[src/core/acm_cfg.svh]
// Addresses, reset values, field positions and codes of the converter register map
`ifndef ACM_CFG_SVH
`define ACM_CFG_SVH

// ----------------------------------------
// Addresses
// ----------------------------------------
`define ACM_ADDR_PORT 13'h0000
`define ACM_ADDR_ID 13'h0001
`define ACM_ADDR_GRADE 13'h0002
`define ACM_ADDR_MODE 13'h0008
`define ACM_ADDR_OVR 13'h002A
`define ACM_ADDR_COMMIT 13'h00FF
`define ACM_MEM_LO 8'h09
`define ACM_MEM_HI 8'h29

// ----------------------------------------
// Reset values
// ----------------------------------------
`define ACM_RST_PORT 8'h18
`define ACM_RST_MODE 8'h00
`define ACM_RST_OVR 8'h01
`define ACM_RST_COMMIT 8'h00

// ----------------------------------------
// Field positions
// ----------------------------------------
`define ACM_PORT_LSB_HI 6
`define ACM_PORT_LSB_LO 1
`define ACM_PORT_SRST_HI 5
`define ACM_PORT_SRST_LO 2
`define ACM_COMMIT_BIT 0
`define ACM_OVR_EN_BIT 0
`define ACM_MODE_PIN_SEL 5
`define ACM_MODE_PD_HI 2
`define ACM_MODE_PD_LO 0
`define ACM_INS_RW 15
`define ACM_INS_CNT_HI 14
`define ACM_INS_CNT_LO 13
`define ACM_INS_ADDR_HI 12

// ----------------------------------------
// Codes and counts
// ----------------------------------------
`define ACM_PD_NORMAL 3'h0
`define ACM_PD_FULL 3'h1
`define ACM_PD_STANDBY 3'h2
`define ACM_PD_NORMAL2 3'h3
`define ACM_CNT_STREAM 2'h3
`define ACM_INS_LAST 4'hF
`define ACM_BYTE_LAST 4'h7

`endif

[src/core/acm_pkg.sv]
// Types shared by the converter register map
package acm_pkg;
  typedef enum logic [1:0] {ACM_INSTR, ACM_DATA, ACM_HOLD} acm_phase_t;
  typedef enum logic [1:0] {ACM_RUN, ACM_FULL_PD, ACM_STANDBY} acm_power_t;
endpackage

[src/core/acm_regmap.sv]
// Serial-port register map of the converter: framing, registers, commit and power mode
//
// How it works
// - Decodes 0x00-0x02, commit register 0xFF and function registers 0x08-0x2A.
// - Overrange setup resets to 0x01; clearing bit 0 disables overrange output.
// - Reset preloads each critical register with its listed default.
// - Registers without a default keep their contents through reset.
// - Address 0x01 returns a fixed read-only identification byte.
// - Address 0x02 is read-only: zeros, speed grade in bits 4:3.
// - Commit bit copies written settings into the active registers.
// - Power-down field bits 2:0 selects normal, full power-down or standby.
// - Asserted power-down pin overrides; mode bit 5 picks full or standby.
// - Shifting is MSB first until the host selects LSB first.
`timescale 1ns/1ps
`include "acm_cfg.svh"

module acm_regmap
  import acm_pkg::*;
#(
  parameter logic [7:0] PART_ID = 8'hA5, // Arbitrary value, not a real part code
  parameter logic [1:0] SPEED_GRADE = 2'h0
) (
  input wire logic clock,
  input wire logic reset_n,
  input wire logic sclk,
  input wire logic csb_n,
  input wire logic sdio_in,
  output logic sdio_out,
  output logic sdio_oe,
  input wire logic powerdown_pin,
  output acm_power_t power_state,
  output logic overrange_enable,
  output logic lsb_first
);

  // ----------------------------------------
  // State
  // ----------------------------------------
  acm_phase_t phase, next_phase;
  logic [3:0] bit_cnt, next_bit_cnt;
  logic [15:0] shift_in, next_shift_in;
  logic is_read, next_is_read;
  logic stream, next_stream;
  logic [1:0] bytes_left, next_bytes_left;
  logic [12:0] addr, next_addr;
  logic [7:0] tx_byte, next_tx_byte;
  logic next_sdio_out, next_sdio_oe;
  logic sclk_q;
  logic next_lsb_first;
  logic [7:0] mode_master, next_mode_master;
  logic [7:0] ovr_master, next_ovr_master;
  logic [7:0] mode_active, next_mode_active;
  logic [7:0] ovr_active, next_ovr_active;
  acm_power_t next_power_state;
  logic [7:0] mem [`ACM_MEM_LO:`ACM_MEM_HI];
  logic mem_we;
  logic [7:0] wr_data;
  logic sclk_rise, sclk_fall;

  assign sclk_rise = !csb_n && sclk && !sclk_q;
  assign sclk_fall = !csb_n && !sclk && sclk_q;

  // ----------------------------------------
  // Read decode
  // ----------------------------------------
  function automatic logic [7:0] read_reg(input logic [12:0] a);
    logic [7:0] v;
    v = 8'h00;
    if (a == `ACM_ADDR_PORT) begin
      v = `ACM_RST_PORT;
      v[`ACM_PORT_LSB_HI] = lsb_first;
      v[`ACM_PORT_LSB_LO] = lsb_first;
    end else if (a == `ACM_ADDR_ID) begin
      v = PART_ID;
    end else if (a == `ACM_ADDR_GRADE) begin
      v = {3'h0, SPEED_GRADE, 3'h0};
    end else if (a == `ACM_ADDR_MODE) begin
      v = mode_master;
    end else if (a == `ACM_ADDR_OVR) begin
      v = ovr_master;
    end else if (a[12:8] == 5'h00 && a[7:0] >= `ACM_MEM_LO && a[7:0] <= `ACM_MEM_HI) begin
      v = mem[a[7:0]];
    end
    return v;
  endfunction

  // ----------------------------------------
  // Framing and register writes
  // ----------------------------------------
  always_comb begin
    logic [15:0] sh;
    logic [7:0] got;
    sh = 16'h0000;
    got = 8'h00;
    next_phase = phase;
    next_bit_cnt = bit_cnt;
    next_shift_in = shift_in;
    next_is_read = is_read;
    next_stream = stream;
    next_bytes_left = bytes_left;
    next_addr = addr;
    next_tx_byte = tx_byte;
    next_sdio_out = sdio_out;
    next_sdio_oe = sdio_oe;
    next_lsb_first = lsb_first;
    next_mode_master = mode_master;
    next_ovr_master = ovr_master;
    next_mode_active = mode_active;
    next_ovr_active = ovr_active;
    mem_we = 1'b0;
    wr_data = 8'h00;
    if (csb_n) begin
      next_phase = ACM_INSTR;
      next_bit_cnt = 4'h0;
      next_sdio_oe = 1'b0;
    end else if (sclk_rise && phase != ACM_HOLD) begin
      sh = lsb_first ? {sdio_in, shift_in[15:1]} : {shift_in[14:0], sdio_in};
      got = lsb_first ? sh[15:8] : sh[7:0];
      next_shift_in = sh;
      next_bit_cnt = bit_cnt + 4'h1;
      if (phase == ACM_INSTR && bit_cnt == `ACM_INS_LAST) begin
        next_phase = ACM_DATA;
        next_bit_cnt = 4'h0;
        next_is_read = sh[`ACM_INS_RW];
        next_bytes_left = sh[`ACM_INS_CNT_HI:`ACM_INS_CNT_LO];
        next_stream = sh[`ACM_INS_CNT_HI:`ACM_INS_CNT_LO] == `ACM_CNT_STREAM;
        next_addr = sh[`ACM_INS_ADDR_HI:0];
        next_tx_byte = read_reg(sh[`ACM_INS_ADDR_HI:0]);
      end else if (phase == ACM_DATA && bit_cnt == `ACM_BYTE_LAST) begin
        next_bit_cnt = 4'h0;
        next_addr = lsb_first ? addr + 13'h0001 : addr - 13'h0001;
        next_tx_byte = read_reg(next_addr);
        if (!stream && bytes_left == 2'h0) begin
          next_phase = ACM_HOLD;
        end else if (!stream) begin
          next_bytes_left = bytes_left - 2'h1;
        end
        if (!is_read) begin
          wr_data = got;
          if (addr == `ACM_ADDR_PORT) begin
            next_lsb_first = got[`ACM_PORT_LSB_HI] | got[`ACM_PORT_LSB_LO];
            if (got[`ACM_PORT_SRST_HI] | got[`ACM_PORT_SRST_LO]) begin
              // Soft reset is never stored, so it reads back as zero
              next_lsb_first = 1'b0;
              next_mode_master = `ACM_RST_MODE;
              next_ovr_master = `ACM_RST_OVR;
              next_mode_active = `ACM_RST_MODE;
              next_ovr_active = `ACM_RST_OVR;
            end
          end else if (addr == `ACM_ADDR_MODE) begin
            next_mode_master = got;
          end else if (addr == `ACM_ADDR_OVR) begin
            next_ovr_master = got;
          end else if (addr == `ACM_ADDR_COMMIT) begin
            // Commit acts once and leaves nothing stored
            if (got[`ACM_COMMIT_BIT]) begin
              next_mode_active = mode_master;
              next_ovr_active = ovr_master;
            end
          end else if (addr[12:8] == 5'h00 && addr[7:0] >= `ACM_MEM_LO
                       && addr[7:0] <= `ACM_MEM_HI) begin
            mem_we = 1'b1;
          end
        end
      end
    end else if (sclk_fall && phase == ACM_DATA && is_read) begin
      // Drive on the falling edge so data is stable at the host's rising edge
      next_sdio_oe = 1'b1;
      next_sdio_out = lsb_first ? tx_byte[0] : tx_byte[7];
      next_tx_byte = lsb_first ? {1'b0, tx_byte[7:1]} : {tx_byte[6:0], 1'b0};
    end else if (sclk_fall && phase == ACM_HOLD) begin
      next_sdio_oe = 1'b0;
    end
  end

  // ----------------------------------------
  // Power mode
  // ----------------------------------------
  always_comb begin
    unique case (mode_active[`ACM_MODE_PD_HI:`ACM_MODE_PD_LO])
      `ACM_PD_FULL: next_power_state = ACM_FULL_PD;
      `ACM_PD_STANDBY: next_power_state = ACM_STANDBY;
      default: next_power_state = ACM_RUN;
    endcase
    if (powerdown_pin) begin
      next_power_state = mode_active[`ACM_MODE_PIN_SEL] ? ACM_STANDBY : ACM_FULL_PD;
    end
  end

  // ----------------------------------------
  // Registers
  // ----------------------------------------
  always_ff @(posedge clock or negedge reset_n) begin
    if (!reset_n) begin
      phase <= ACM_INSTR;
      bit_cnt <= 4'h0;
      shift_in <= 16'h0000;
      is_read <= 1'b0;
      stream <= 1'b0;
      bytes_left <= 2'h0;
      addr <= 13'h0000;
      tx_byte <= 8'h00;
      sdio_out <= 1'b0;
      sdio_oe <= 1'b0;
      sclk_q <= 1'b0;
      lsb_first <= 1'b0;
      mode_master <= `ACM_RST_MODE;
      ovr_master <= `ACM_RST_OVR;
      mode_active <= `ACM_RST_MODE;
      ovr_active <= `ACM_RST_OVR;
      power_state <= ACM_RUN;
      overrange_enable <= 1'b1;
    end else begin
      phase <= next_phase;
      bit_cnt <= next_bit_cnt;
      shift_in <= next_shift_in;
      is_read <= next_is_read;
      stream <= next_stream;
      bytes_left <= next_bytes_left;
      addr <= next_addr;
      tx_byte <= next_tx_byte;
      sdio_out <= next_sdio_out;
      sdio_oe <= next_sdio_oe;
      sclk_q <= sclk;
      lsb_first <= next_lsb_first;
      mode_master <= next_mode_master;
      ovr_master <= next_ovr_master;
      mode_active <= next_mode_active;
      ovr_active <= next_ovr_active;
      power_state <= next_power_state;
      overrange_enable <= ovr_active[`ACM_OVR_EN_BIT];
    end
  end

  // No reset here: these locations keep their contents across reset
  always_ff @(posedge clock) begin
    if (mem_we) begin
      mem[addr[7:0]] <= wr_data;
    end
  end

endmodule

[config.mk]
export PLATFORM = sky130hd
export DESIGN_NAME = acm_regmap
export DESIGN_NICKNAME = d
export VERILOG_FILES = /design/src/core/acm_pkg.sv /design/src/core/acm_regmap.sv
export VERILOG_INCLUDE_DIRS = /design/src /design/src/core
export SDC_FILE = /design/constraint.sdc
export NUM_CORES = 1
export LEC_CHECK = 0
export ABC_AREA = 1
export BUFFER_PORTS_ARGS = -buffer_cell sky130_fd_sc_hd__buf_2
export CELL_PAD_IN_SITES_DETAIL_PLACEMENT = 1
export CELL_PAD_IN_SITES_GLOBAL_PLACEMENT = 2
export CORE_MARGIN = 2
export CORE_UTILIZATION = 42
export CTS_BUF_LIST = sky130_fd_sc_hd__clkbuf_8 sky130_fd_sc_hd__clkbuf_16
export CTS_CLUSTER_DIAMETER = 200
export DETAILED_ROUTE_END_ITERATION = 16
export PLACE_DENSITY = 0.87
export SLEW_MARGIN = 20
export SYNTH_ARGS = -nofsm -noshare
export SYNTH_HDL_FRONTEND = slang
export SYNTH_SLANG_ARGS = --single-unit
export TNS_END_PERCENT = 1
[constraint.sdc]
create_clock -name clock -period 5.59 [get_ports clock]
set_input_delay 1.677 -clock clock [delete_from_list [all_inputs] [get_ports clock]]
set_output_delay 1.677 -clock clock [all_outputs]
set_load 0.02 [all_outputs]
---- After elaboration in Yosys (flattened, before gate mapping) ----
Memory sizes are Yosys's and may differ from the RTL's.
Index checks and enable logic that the tools add are counted.
word-level totals
  memory bits (read-only) ................. 0
  bits in latches ......................... 0
  register bits after elaboration ......... 77
  word-level logic and storage cells ...... 190
  memories ................................ 1
  bits in writable memories ............... 264
  bits of input ports ..................... 6
memories
  name  depth  bits a word  read ports  clocked after Yosys merged registers in  wr ports  RTL line          source
  mem   33     8            2           0                                        1         acm_regmap.sv:55  logic [7:0] mem [`ACM_MEM_LO:`ACM_MEM_HI];
cells by class
  order comparisons ....................... 6
  equality and inequality tests ........... 26
  divide/modulo/power cells ............... 0
  mux-type cells .......................... 78
  reductions and logical operators ........ 51
  shift-type cells ........................ 0
  $add $sub $neg .......................... 4
  multipliers ............................. 0
  bitwise gates (word level) .............. 6
operators with widths
  cell                                                            number
  two-way mux 8 bit                                               30
  == test 13 x 4 -> 1 bit, second input constant                  3
  == test 13 x 6 -> 1 bit, second input constant                  3
  logical NOT 13 bit                                              3
  two-way mux 13 bit                                              3
  two-way mux 6 bit                                               5
  == test 13 x 1 -> 1 bit, second input constant                  2
  == test 13 x 2 -> 1 bit, second input constant                  2
  >= comparator 8 x 4 -> 1 bit, second input constant             3
  less-or-equal comparator 8 x 6 -> 1 bit, second input constant  3
  two-way mux 1 bit                                               23
  two-way mux 2 bit                                               11
  logical AND 1 bit                                               17
  two-way mux 16 bit                                              1
  two-way mux 4 bit                                               4
  logical NOT 5 bit                                               3
  AND reduction 3 bit                                             5
  nonzero test 2 bit                                              7
  adder 13 x 1 -> 13 bit, second input constant                   1
  == test 13 x 8 -> 1 bit, second input constant                  1
  subtractor 13 x 1 -> 13 bit, second input constant              1
  != test 2 bit, second input constant                            5
  AND reduction 10 bit                                            1
  nonzero test 3 bit                                              3
  other kinds (20)                                                31

---- Depth between registers and ports, before layout ----
Gate-level depths: netlist of the first run.
  depth in word-level cells ............... 15
  depth in mapped cells ................... 26

---- Worst setup path before layout of the first run ----
No wires, ideal clock.
  kind .................................... in2reg
  start point ............................. in sclk
  end point ............................... mem mem[10][5] (data pin)
  setup slack ............................. 1.367 ns
  buffers on the path ..................... 0
  setup time .............................. 0.452 ns
  cell stages on the path ................. 8
  arrival ................................. 3.771 ns
  data required time ...................... 5.138 ns
  cell sequence ........................... inv_1 -> a211oi_2 -> nand2_2 -> nor2_2 -> inv_2 -> nor3_4 -> inv_2 -> nor3_1
between the ends
  cells in the longest elaborated chain, start to end .. 5
RTL lines
  what                             RTL line           source
  start, declared                  acm_regmap.sv:25   input wire logic sclk,
  logical AND 1 bit (2 in series)  acm_regmap.sv:60   assign sclk_rise = !csb_n && sclk && !sclk_q;
  logical AND 1 bit                acm_regmap.sv:116  end else if (sclk_rise && phase != ACM_HOLD) begin
  two-way mux 8 bit                acm_regmap.sv:116
  two-way mux 8 bit                acm_regmap.sv:112  if (csb_n) begin
  via wr_data[5]                   acm_regmap.sv:57   logic [7:0] wr_data;
  end, declared                    acm_regmap.sv:55
The timed path passes the listed nets, and every way through them passes these cells.

---- Final worst setup path of the first run ----
  start point ............................. reg addr[0]
  end point ............................... reg tx_byte[5]
between the ends
  cells in the longest elaborated chain, start to end .. 14
  elaborated cells on any way between the ends .. 23
  those cells by class .................... add/sub: 2; order compare: 2; eq/ne: 4; mux: 10; reduce/logical: 4; memory: 1
RTL lines
  what                                                                         RTL line           source
  start, declared                                                              acm_regmap.sv:45   logic [12:0] addr, next_addr;
  start signal, assigned                                                       acm_regmap.sv:220  addr <= next_addr;
  subtractor 13 x 1 -> 13 bit or adder 13 x 1 -> 13 bit (tied branches)        acm_regmap.sv:131  next_addr = lsb_first ? addr + 13'h0001 : addr - 13'h0001;
  two-way mux 13 bit (*)                                                       acm_regmap.sv:131
  >= comparator 8 x 4 -> 1 bit (no line) or logical NOT 5 bit (tied branches)  n/a
  logical AND 1 bit (no line) (2 in series)                                    n/a
  two-way mux 8 bit                                                            acm_regmap.sv:81   end else if (a[12:8] == 5'h00 && a[7:0] >= `ACM_MEM_LO && a[7:0] <= `ACM_MEM_HI) begin
  two-way mux 8 bit                                                            acm_regmap.sv:79   end else if (a == `ACM_ADDR_OVR) begin
  two-way mux 8 bit                                                            acm_regmap.sv:77   end else if (a == `ACM_ADDR_MODE) begin
  two-way mux 8 bit                                                            acm_regmap.sv:75   end else if (a == `ACM_ADDR_GRADE) begin
  two-way mux 8 bit                                                            acm_regmap.sv:73   end else if (a == `ACM_ADDR_ID) begin
  two-way mux 8 bit (*)                                                        acm_regmap.sv:69   if (a == `ACM_ADDR_PORT) begin
  two-way mux 8 bit (*)                                                        acm_regmap.sv:129  end else if (phase == ACM_DATA && bit_cnt == `ACM_BYTE_LAST) begin
  two-way mux 8 bit (*)                                                        acm_regmap.sv:121  if (phase == ACM_INSTR && bit_cnt == `ACM_INS_LAST) begin
  two-way mux 8 bit (*)                                                        acm_regmap.sv:116
  end signal, assigned                                                         acm_regmap.sv:221  tx_byte <= next_tx_byte;
  end, declared                                                                acm_regmap.sv:46   logic [7:0] tx_byte, next_tx_byte;
Mark *: on every way between the ends. The rest lies on a longest branch, timed or not. The select of a mux whose other input is x is not followed.
A chain may end at the register's enable or synchronous reset.

==> results.sh, run 1 <==
export IMPL_worstPathRequired_ps=6040
export IMPL_p_leak_nw=8.79
export IMPL_cts_hold_buffers_added=0
export IMPL_ys_warn_count=0
export IMPL_fin_skew_ps=27.5
export IMPL_fmax_mhz=228
export IMPL_wl_per_cell_um=24.0
export IMPL_worstPathArrival_ps=4830
export IMPL_antenna_cells=0
export IMPL_synthArstFlopShare_pct=22.1
export IMPL_ant_nets=0
export IMPL_startpoint_type="register"
export IMPL_synth_flop_cell="edfxtp_1"
export IMPL_num_vias=17300
export IMPL_finalSetupViolCount=0
export IMPL_crit_path_end_kind="register"
export IMPL_grt_pass1_wl_mm=109
export IMPL_drv_cap=0
export IMPL_rsz0062_at_grt="no"
export IMPL_fin_crit_sh_pct=78.5
export IMPL_drc=0
export IMPL_relSlewSlack_pct=20.6
export IMPL_die_x_um=217
export IMPL_drt_iter0_drc=1805
export IMPL_min_path_type="reg -> reg"
export IMPL_crit_type="reg -> reg"
export IMPL_ios=12
export IMPL_drt_pre_antenna_iters=5
export IMPL_rows=78
export IMPL_io_buffers=11
export IMPL_tightest_slew_ps=1190
export IMPL_wl_mm=71.9
export IMPL_start_util_pct=42.3
export IMPL_dieArea_um2=47100
export IMPL_postCtsResizedCells=0
export IMPL_hold_viol_final=0
export IMPL_run_status="finished clean"
export IMPL_gp_congestion=0.883
export IMPL_place_area_um2=19800
export IMPL_coreArea_um2=45100
export IMPL_syn_area_per_cell_um2=8.07
export IMPL_synth_cell_type_count=54
export IMPL_track_usage_pct=30.7
export IMPL_syn_area_um2=19100
export IMPL_setup_tns_ps=0
export IMPL_synth_seq_area_share_pct=51.5
export IMPL_grt_pass1_vias=17900
export IMPL_ff2ff_setup_slack_ps=1200
export IMPL_ir_worst_vdd_uv=250
export IMPL_fin_area_um2=21200
export IMPL_antenna_found_initial=3
export IMPL_grt_start_max_net_pins=88
export IMPL_synth_edf_count=264
export IMPL_min_from="ovr_active[0]"
export IMPL_clock_sinks=339
export IMPL_numCtsBuffers=42
export IMPL_synth_fp_nets=2384
export IMPL_clkSlewWorstSetupHoldPaths_ps=50
export IMPL_reg2reg_from="addr[0]"
export IMPL_synthCells=2360
export IMPL_drv_slew=0
export IMPL_worstPathMaxFanout=28
export IMPL_die_y_um=217
export IMPL_hpwl_mm=48.1
export IMPL_synth_seq_cells=339
export IMPL_root_buffer="clkbuf_16"
export IMPL_cts_max_level=2
export IMPL_nets=2381
export IMPL_post_cts_setup_buffers=0
export IMPL_insertion_delay_ps=580
export IMPL_finalCriticalPeriod_ps=4390
export IMPL_synthToLayoutAreaGrowth_pct=11.1
export IMPL_critical_path_startpoint="addr[0]"
export IMPL_clock_path_buffers=3
export IMPL_pwr_density_cell_nw_per_um2=369
export IMPL_avgViaCountPerCell=5.80
export IMPL_overflow=0
export IMPL_cts_tree="built"
export IMPL_drive_gt1_share_pct=8.29
[critical path, stage by stage, from the launching register on]
cell	delay, ps
dfrtp_4	640
fa_4	580
xnor2_2	160
buf_4	420
inv_2	460
nor2_4	440
nand2_1	110
nor3_2	190
inv_1	70
nor2_2	460
nor2_1	120
nand2_1	140
nand2_1	80
nand2_1	70
nand2_1	60
nand2_1	60
nand2_1	70
nand2_1	60
nand2_1	50
[metrics by stage]
| step | std cells | power, W | utilization [%] | hold WS (ps) | worst slack, ps |
|---|---|---|---|---|---|
| final | 2988 | 0.00782 | 47.0 | 362 | 1200 |
| after global routing | 2988 | 0.00813 | 47.0 | 368 | 932 |
| after detailed placement | 2913 | 0.00500 | 43.9 | 360 | 830 |
| after CTS | 2988 | 0.00781 | 47.0 | 360 | 1230 |
| after floorplan | 2360 | 0.00420 | - | 354 | 1370 |
| after global placement | 2913 | 0.00496 | 43.9 | 357 | 1030 |
[logic make-up after synthesis]
logic type	count (synthesis)	synth area share [%]
and+or+nand+nor	1235	27.3
AOI/OAI and AO/OA	429	12.4
DFF	339	51.5
buffers and inverters	337	7.46
adders and majority gates	18	1.22
xor gates and xnor gates	2	0.131
[worst paths after layout]
path | end | cells past startpoint
max | tx_byte[5] | 18
min | overrange_enable | 0
max reg2reg | tx_byte[5] | 18
min reg2reg | overrange_enable | 0
max in group asynchronous | addr[0] | 1
min in group asynchronous | bit_cnt[0] | 1
[power breakdown]
part	internal [W]	switching, W	total, W
registers	0.00274	0.0000559	0.00280
clock network	0.00168	0.00112	0.00280
logic	0.000552	0.00167	0.00222
total	0.00498	0.00285	0.00782
[state kept, by name (all words and copies together), names as in the netlist, 2 cells and up]
name and count:
addr 13, bit_cnt 4, bytes_left 2, mem 264, mode_active 4, mode_master 8
ovr_master 8, phase 2, power_state 2, shift_in 16, tx_byte 8
[layer usage]
metal  vias to the layer above  routed length (um)  part of all wire (%)  track usage, %
li1                       7896                   -                     -               -
met1                      8614               30700                    43            41.3
met2                       643               33300                    46            49.5
met3                       166                5090                   7.1            4.99
met4                         2                2800                   3.9            12.9
met5                         -                  11                 0.015               0
[area by class of cell]
cell class	count	area (um2)
Clock buffer	46	1130
Clock inverter	29	269
Fill cell	5466	23900
Inverter	218	822
Multi-Input combinational cell	1684	7870
Sequential cell	339	9810
Tap cell	600	751
Timing Repair Buffer	72	528
[cells in the mapped netlist (4+ instances only)]
cell type  instances  area share [%]
buf_6              7            0.41
nor2_4             4            0.24
ha_1              17             1.1
o211ai_1          36             1.4
nand2_1          765              15
o21ai_1            4            0.11
nor2_1           171             3.4
a31oi_1           12            0.39
nand4_1           14            0.46
o21ai_0          200             5.3
nand3_1          233             6.1
edfxtp_1         264              42
inv_2             10            0.20
nand3b_1           6            0.24
buf_2             54             1.4
buf_4              9            0.35
inv_1            205             4.0
nor3_1            12            0.32
a21oi_1          143             3.8
o31ai_1            7            0.28
o22ai_1           10            0.33
clkbuf_1          46            0.91
nor2_2             9            0.30
dfrtp_1           72             9.5
[cell usage in the layout, fill, tap and decap left out, types with 5 or more instances in the layout]
| master | netlist | routed |
|---|---|---|
| nand4_1 | 14 | 14 |
| o22ai_1 | 10 | 10 |
| clkinv_1 | 2 | 8 |
| nand3_1 | 233 | 233 |
| inv_1 | 205 | 211 |
| clkbuf_16 | 0 | 44 |
| inv_2 | 10 | 10 |
| nor2_1 | 171 | 166 |
| o211ai_1 | 36 | 36 |
| o21ai_0 | 200 | 200 |
| clkinv_2 | 0 | 7 |
| a31oi_1 | 12 | 12 |
| nor2_2 | 9 | 14 |
| nor3_1 | 12 | 11 |
| edfxtp_1 | 264 | 264 |
| buf_2 | 54 | 10 |
| bufinv_16 | 0 | 5 |
| nand2_1 | 765 | 765 |
| a21oi_1 | 143 | 141 |
| o31ai_1 | 7 | 7 |
| dfrtp_1 | 72 | 71 |
| buf_4 | 9 | 61 |
| nand3b_1 | 6 | 6 |
| ha_1 | 17 | 17 |
Power figures use the tool's default switching activity.
==> inputs of run 2 (changes only) <==
--- a/config.mk
+++ b/config.mk
@@ -6,16 +6,16 @@
 export SDC_FILE = /design/constraint.sdc
 export NUM_CORES = 1
 export LEC_CHECK = 0
-export ABC_AREA = 1
+export ABC_AREA = 0
 export BUFFER_PORTS_ARGS = -buffer_cell sky130_fd_sc_hd__buf_2
 export CELL_PAD_IN_SITES_DETAIL_PLACEMENT = 1
 export CELL_PAD_IN_SITES_GLOBAL_PLACEMENT = 2
 export CORE_MARGIN = 2
-export CORE_UTILIZATION = 42
+export CORE_UTILIZATION = 40
 export CTS_BUF_LIST = sky130_fd_sc_hd__clkbuf_8 sky130_fd_sc_hd__clkbuf_16
 export CTS_CLUSTER_DIAMETER = 200
 export DETAILED_ROUTE_END_ITERATION = 16
-export PLACE_DENSITY = 0.87
+export PLACE_DENSITY = 0.79
 export SLEW_MARGIN = 20
 export SYNTH_ARGS = -nofsm -noshare
 export SYNTH_HDL_FRONTEND = slang
==> constraint.sdc (replaced) <==
create_clock -name clock -period 3.9 [get_ports clock]
set_input_delay 1.17 -clock clock [delete_from_list [all_inputs] [get_ports clock]]
set_output_delay 1.17 -clock clock [all_outputs]
set_load 0.02 [all_outputs]
==> run 2 against run 1 <==
  * Non-clock buffer count grew 75
  * Worst hold slack improved by 28 ps
  * Synthesized cell count shrank 30%
  * Clock power increased by 33%
  * Clock-buffer cell count stayed put
  * Global-route usage down 1.5 points
  * First-iteration DRC count is 6.3% lower
  * Routed wire length down 4.3%
  * Clock skew shrank 6.3 ps
  * Fmax up 20%
  * Combinational power fell by 46%
  * Total power rose by 14%
  * Critical path type unchanged
  * Largest cell class unchanged
  * Largest power group unchanged
==> results.sh, run 2 <==
export IMPL_run_status="finished clean"
export IMPL_ir_worst_vdd_uv=353
export IMPL_path_cells="inv_2 -> fa_4 -> buf_12 -> mux4_2 -> mux4_2 -> o211ai_1 -> a2111oi_1 -> a211o_1 -> o211ai_1 -> a31oi_1"
export IMPL_die_y_um=219
export IMPL_insertion_delay_ps=580
export IMPL_numCtsBuffers=40
export IMPL_synthTopCellsByCount="315 x nand2_1, 264 x edfxtp_1, 105 x nor2_1"
export IMPL_fmax_mhz=273
export IMPL_wl_mm=68.8
export IMPL_synth_cell_type_count=103
export IMPL_track_usage_pct=29.3
export IMPL_io_buffers=11
export IMPL_root_buffer="clkbuf_16"
export IMPL_drive_gt1_share_pct=20.8
export IMPL_fin_skew_ps=21.1
export IMPL_nets=1741
export IMPL_fin_area_um2=21200
export IMPL_grt_pass1_wl_mm=102
export IMPL_post_cts_setup_buffers=0
export IMPL_synth_top_area_share_pct=43.1
export IMPL_drt_iter0_drc=1691
export IMPL_finalSetupViolCount=0
export IMPL_coreArea_um2=45400
export IMPL_worstPathMaxFanout=17
export IMPL_overflow=0
export IMPL_syn_area_um2=18400
export IMPL_avgViaCountPerCell=6.28
export IMPL_p_leak_nw=7.48
export IMPL_die_x_um=219
export IMPL_synthArstFlopShare_pct=22.1
export IMPL_clock_sinks=339
export IMPL_crit_path_end_kind="register"
export IMPL_cts_max_level=2
export IMPL_synth_seq_area_share_pct=53.3
export IMPL_routed_wl_met3_mm=5.84
export IMPL_gp_congestion=0.955
export IMPL_num_vias=14700
export IMPL_worstPathArrival_ps=4100
export IMPL_synth_fp_nets=1665
export IMPL_rows=78
export IMPL_min_path_type="reg -> reg"
export IMPL_worstPathRequired_ps=4340
export IMPL_clock_path_buffers=3
export IMPL_tightest_slew_ps=1050
export IMPL_hpwl_mm=47.8
export IMPL_synth_seq_cells=339
export IMPL_cp_top_family="compound AO/OA/AOI/OAI gates"
export IMPL_ff2ff_setup_slack_ps=230
export IMPL_pwr_density_cell_nw_per_um2=419
export IMPL_drv_slew=0
export IMPL_syn_area_per_cell_um2=11.2
export IMPL_yosysTopAreaCell="edfxtp_1"
export IMPL_yosysMostFrequentCell="nand2_1"
export IMPL_wl_met2_mm=31.1
export IMPL_finalCriticalPeriod_ps=3670
export IMPL_ant_nets=0
export IMPL_synthCells=1641
export IMPL_rsz0062_at_grt="no"
export IMPL_synth_flop_cell="edfxtp_1"
export IMPL_grt_start_max_net_pins=77
export IMPL_synthToLayoutAreaGrowth_pct=15.3
export IMPL_hold_viol_final=0
export IMPL_postCtsResizedCells=0
export IMPL_route_top_layer_used="met5"
export IMPL_synth_edf_count=264
export IMPL_ys_warn_count=0
export IMPL_final_cell_mix="315 x nand2_1, 264 x edfxtp_1, 125 x buf_4, 99 x nor2_1, 93 x a21oi_1"
export IMPL_path_buf_inv=2
export IMPL_place_area_um2=19900
export IMPL_antenna_cells=0
export IMPL_fillers=4834
export IMPL_crit_type="reg -> reg"
export IMPL_setup_tns_ps=0
export IMPL_layout_commonest_cell="nand2_1"
export IMPL_clkSlewWorstSetupHoldPaths_ps=60
export IMPL_cts_hold_buffers_added=0
export IMPL_grt_pass1_vias=15000
export IMPL_wl_met1_mm=29.6
export IMPL_ios=12
export IMPL_drt_pre_antenna_iters=5
export IMPL_largest_reg_flops=264
export IMPL_start_util_pct=40.6
export IMPL_dieArea_um2=47800
export IMPL_startpoint_type="register"
export IMPL_wl_per_cell_um=29.3
export IMPL_cpPeakStageDelay_ps=930
export IMPL_cts_tree="built"
export IMPL_crit_path_top_delay_cell="fa_4"
export IMPL_yosys_top_cells_area="edfxtp_1 43%, dfrtp_1 9.8%, mux4_2 8.2%"
export IMPL_fin_crit_sh_pct=94.1
export IMPL_antenna_found_initial=3
export IMPL_drc=0
export IMPL_relSlewSlack_pct=30.0
export IMPL_drv_cap=0
==> run 2: per-stage QoR <==
| stage | total power, W | cells | worst slack [ps] | hold slack, ps | utilization, % |
|---|---|---|---|---|---|
| 3_5_place_dp | 0.00521 | 2275 | 80.7 | 373 | 43.9 |
| 6_report | 0.00890 | 2349 | 231 | 390 | 46.8 |
| 4_1_cts | 0.00892 | 2349 | 206 | 385 | 46.8 |
| 5_1_grt | 0.00917 | 2349 | 15.1 | 390 | 46.8 |
| 3_3_place_gp | 0.00520 | 2275 | 64.4 | 366 | 43.9 |
| 2_1_floorplan | 0.00461 | 1641 | 37.7 | 360 | - |
==> run 2: worst paths after layout <==
check | from | end | depth (start not counted)
worst max-delay path | lsb_first | tx_byte[1] | 10
worst min-delay path | ovr_active[0] | overrange_enable | 0
worst max register to register | lsb_first | tx_byte[1] | 10
worst min register to register | ovr_active[0] | overrange_enable | 0
max in group asynchronous | reset_n | overrange_enable | 2
min in group asynchronous | reset_n | shift_in[1] | 1
==> run 2: power by group <==
group	internal [W]	switching, W	leakage (nW)
Combinational	0.000354	0.000836	3.70
Sequential	0.00389	0.0000948	3.12
Clock	0.00213	0.00159	0.665
==> run 2: logic make-up after synthesis <==
family,after synthesis,share of synthesized area [%]
xor+xnor,14,0.741
compound gates,378,13.7
simple gates,631,15.8
mux,129,11.7
buf+inv,132,3.45
fa+ha+maj,18,1.26
flops,339,53.3
==> run 2: area by class of cell <==
| class | instances | area [um2] | area share [%] |
|---|---|---|---|
| Inverter | 19 | 71.3 | 0.336 |
| Multi-Input combinational cell | 1170 | 8070 | 38.0 |
| Sequential cell | 339 | 9810 | 46.2 |
| Clock inverter | 28 | 213 | 1.00 |
| Tap cell | 600 | 751 | 3.54 |
| Clock buffer | 46 | 1080 | 5.10 |
| Timing Repair Buffer | 147 | 1230 | 5.79 |
==> run 2: worst reg2reg max path, stage by stage, from the launching register on <==
cell       delay (ps)
dfrtp_2           390
inv_2              90
fa_4              930
buf_12            190
mux4_2            340
mux4_2            530
o211ai_1          330
a2111oi_1         170
a211o_1           310
o211ai_1          130
a31oi_1           120
==> run 2: layer usage <==
metal / track usage, % / vias up
li1: - / 6370
met1: 41.6 / 7619
met2: 44.8 / 628
met3: 5.83 / 130
met4: 9.68 / 2
met5: 0 / -
==> inputs of run 3 (changes only) <==
--- a/config.mk
+++ b/config.mk
@@ -11,11 +11,11 @@
 export CELL_PAD_IN_SITES_DETAIL_PLACEMENT = 1
 export CELL_PAD_IN_SITES_GLOBAL_PLACEMENT = 2
 export CORE_MARGIN = 2
-export CORE_UTILIZATION = 40
+export CORE_UTILIZATION = 44
 export CTS_BUF_LIST = sky130_fd_sc_hd__clkbuf_8 sky130_fd_sc_hd__clkbuf_16
 export CTS_CLUSTER_DIAMETER = 200
 export DETAILED_ROUTE_END_ITERATION = 16
-export PLACE_DENSITY = 0.79
+export PLACE_DENSITY = 0.82
 export SLEW_MARGIN = 20
 export SYNTH_ARGS = -nofsm -noshare
 export SYNTH_HDL_FRONTEND = slang
==> constraint.sdc (replaced) <==
create_clock -name clock -period 3.6 [get_ports clock]
set_input_delay 1.08 -clock clock [delete_from_list [all_inputs] [get_ports clock]]
set_output_delay 1.08 -clock clock [all_outputs]
set_load 0.02 [all_outputs]
==> run 3 against run 2 <==
  * The flow now finishes with violations (setup timing)
  * Global-route usage increased by 2.8 points
  * Total power increased by 15%
  * Combinational power up 13%
  * Routed wire length increased by 1.2%
  * Via count is 1.8% higher
  * Non-clock buffer count increased by 58
  * Sequential power increased by 8.3%
  * Die area is 8.9% lower
  * Critical endpoint is now tx_byte[6]
  * Highest routed layer unchanged
==> results.sh, run 3 (synthesis gave the netlist of run 2 again) <==
export IMPL_dp_cells=2253
export IMPL_num_vias=15000
export IMPL_antenna_cells=0
export IMPL_wl_per_cell_um=29.7
export IMPL_ios=12
export IMPL_gp_congestion=0.973
export IMPL_fin_crit_sh_pct=101
export IMPL_crit_path_end_kind="register"
export IMPL_rsz0062_at_grt="yes"
export IMPL_reg2reg_to="tx_byte[6]"
export IMPL_grt_start_max_net_pins=77
export IMPL_cpPeakStageDelay_ps=900
export IMPL_dieArea_um2=43500
export IMPL_io_buffers=11
export IMPL_ir_worst_vdd_uv=430
export IMPL_die_y_um=209
export IMPL_pwr_density_cell_nw_per_um2=464
export IMPL_tightest_slew_ps=927
export IMPL_drt_iter0_drc=1707
export IMPL_fin_skew_ps=31.7
export IMPL_relSlewSlack_pct=38.0
export IMPL_min_path_type="reg -> reg"
export IMPL_min_from="ovr_active[0]"
export IMPL_r2r_cells=10
export IMPL_fin_util_pct=53.7
export IMPL_clock_path_buffers=3
export IMPL_synthToLayoutAreaGrowth_pct=19.8
export IMPL_ant_nets=0
export IMPL_worstPathRequired_ps=4040
export IMPL_avgViaCountPerCell=6.42
export IMPL_insertion_delay_ps=600
export IMPL_finalSetupViolCount=2
export IMPL_fillers=4290
export IMPL_drc=0
export IMPL_dp_worst_setup_slack_ps=-154
export IMPL_finalPower_w=0.0102
export IMPL_largest_reg_flops=264
export IMPL_drive_gt1_share_pct=24.5
export IMPL_startpoint_type="register"
export IMPL_final_cell_mix="315 x nand2_1, 264 x edfxtp_1, 168 x buf_4, 98 x nor2_1, 91 x a21oi_1"
export IMPL_grt_pass1_wl_mm=103
export IMPL_cts_max_level=2
export IMPL_violations="setup timing"
export IMPL_run_status="complete, but fails checks"
export IMPL_clkSlewWorstSetupHoldPaths_ps=60
export IMPL_start_util_pct=44.8
export IMPL_hold_viol_final=0
export IMPL_numCtsBuffers=41
export IMPL_antenna_found_initial=2
export IMPL_crit_path_top_delay_cell="fa_4"
export IMPL_worstPathArrival_ps=4070
export IMPL_min_path_cells=0
export IMPL_fmax_mhz=275
export IMPL_cts_hold_buffers_added=0
export IMPL_layout_commonest_cell="nand2_1"
export IMPL_root_buffer="clkbuf_16"
export IMPL_drv_cap=0
export IMPL_clock_sinks=339
export IMPL_wl_mm=69.6
export IMPL_track_usage_pct=32.1
export IMPL_hpwl_mm=48.6
export IMPL_setup_tns_ps=-47.2
export IMPL_grt_pass1_vias=15600
export IMPL_die_x_um=209
export IMPL_cts_tree="built"
export IMPL_layout_setup_ws_ps=-35.7
export IMPL_nets=1800
export IMPL_rows=74
export IMPL_reg2reg_from="addr[0]"
export IMPL_drt_pre_antenna_iters=5
export IMPL_finalCriticalPeriod_ps=3640
export IMPL_drv_slew=0
export IMPL_crit_type="reg -> reg"
export IMPL_hold_path_end="overrange_enable"
export IMPL_overflow=0
export IMPL_final_cell_count_no_fill=2339
export IMPL_coreArea_um2=41100
export IMPL_path_cells="fa_4 -> buf_12 -> buf_8 -> mux4_2 -> mux4_2 -> o211ai_1 -> a2111oi_2 -> a211o_1 -> o211ai_1 -> a31oi_1"
export IMPL_p_leak_nw=7.84
export IMPL_worstPathMaxFanout=8
export IMPL_ff2ff_setup_slack_ps=-40
-- run 3: changes by cell type in the layout (fill, tap and decap cells not counted), moves of 5 or more --
cell,change
buf_4,+43
clkbuf_8,-5
buf_12,+10
bufinv_16,+8
clkinv_2,-5
-- run 3: final cells by class --
class                      count  area (um2)  area share (%)
sequential                   339        9810            44.5
multi-input combinational   1170        8220            37.3
timing repair buffer         205        1820            8.23
clock buffer                  42        1040            4.71
tap                          532         666            3.02
clock inverter                32         424            1.92
inverter                      19        76.3           0.346
-- run 3: worst max path at each step --
| stage | start | to | slack [ps] | depth (start not counted) |
|---|---|---|---|---|
| 2_1_floorplan | lsb_first | tx_byte[3] | -10 | 15 |
| 3_3_place_gp | sdio_in | tx_byte[4] | -120 | 11 |
| 3_5_place_dp | sdio_in | tx_byte[4] | -150 | 11 |
| 4_1_cts | addr[0] | tx_byte[1] | -60 | 10 |
| 5_1_grt | addr[0] | tx_byte[1] | -70 | 10 |
| 6_report | addr[0] | tx_byte[6] | -40 | 10 |
-- run 3: timing repair --
item	in CTS	in global routing
endpoints found under the setup margin	5	8
setup buffers	0	12
pin swaps	0	21
resized for setup	6	37
-- run 3: per-layer routing --
| layer | share of wire [%] | wire [um] | up-vias | track usage [%] |
|---|---|---|---|---|
| li1 | - | - | 6493 | - |
| met1 | 41 | 28700 | 7705 | 43.5 |
| met2 | 46 | 32100 | 666 | 50.5 |
| met3 | 9.4 | 6560 | 145 | 8.39 |
| met4 | 3.1 | 2140 | 4 | 10.5 |
| met5 | 0.043 | 30 | - | 0 |
-- run 3: critical path: cells and delay by family, from the launching register on --
| family | cells | cell delay, ps |
|---|---|---|
| adders and majority gates | 1 | 900 |
| muxes | 2 | 800 |
| DFF | 1 | 500 |
| AOI/OAI and AO/OA | 5 | 1030 |
| buffers and inverters | 2 | 270 |
-- run 3: metrics by stage --
stage                     hold slack, ps  instance area [um2]
after floorplan                      360                18400
after global placement               382                20300
after detailed placement             383                20300
after CTS                            394                21800
after global routing                 393                22100
final                                395                22100
-- run 3: where the power goes --
part           switching (W)  leakage, nW  internal, W
combinational       0.000918         4.13     0.000427
clock                0.00175        0.745      0.00282
sequential          0.000102         2.96      0.00422
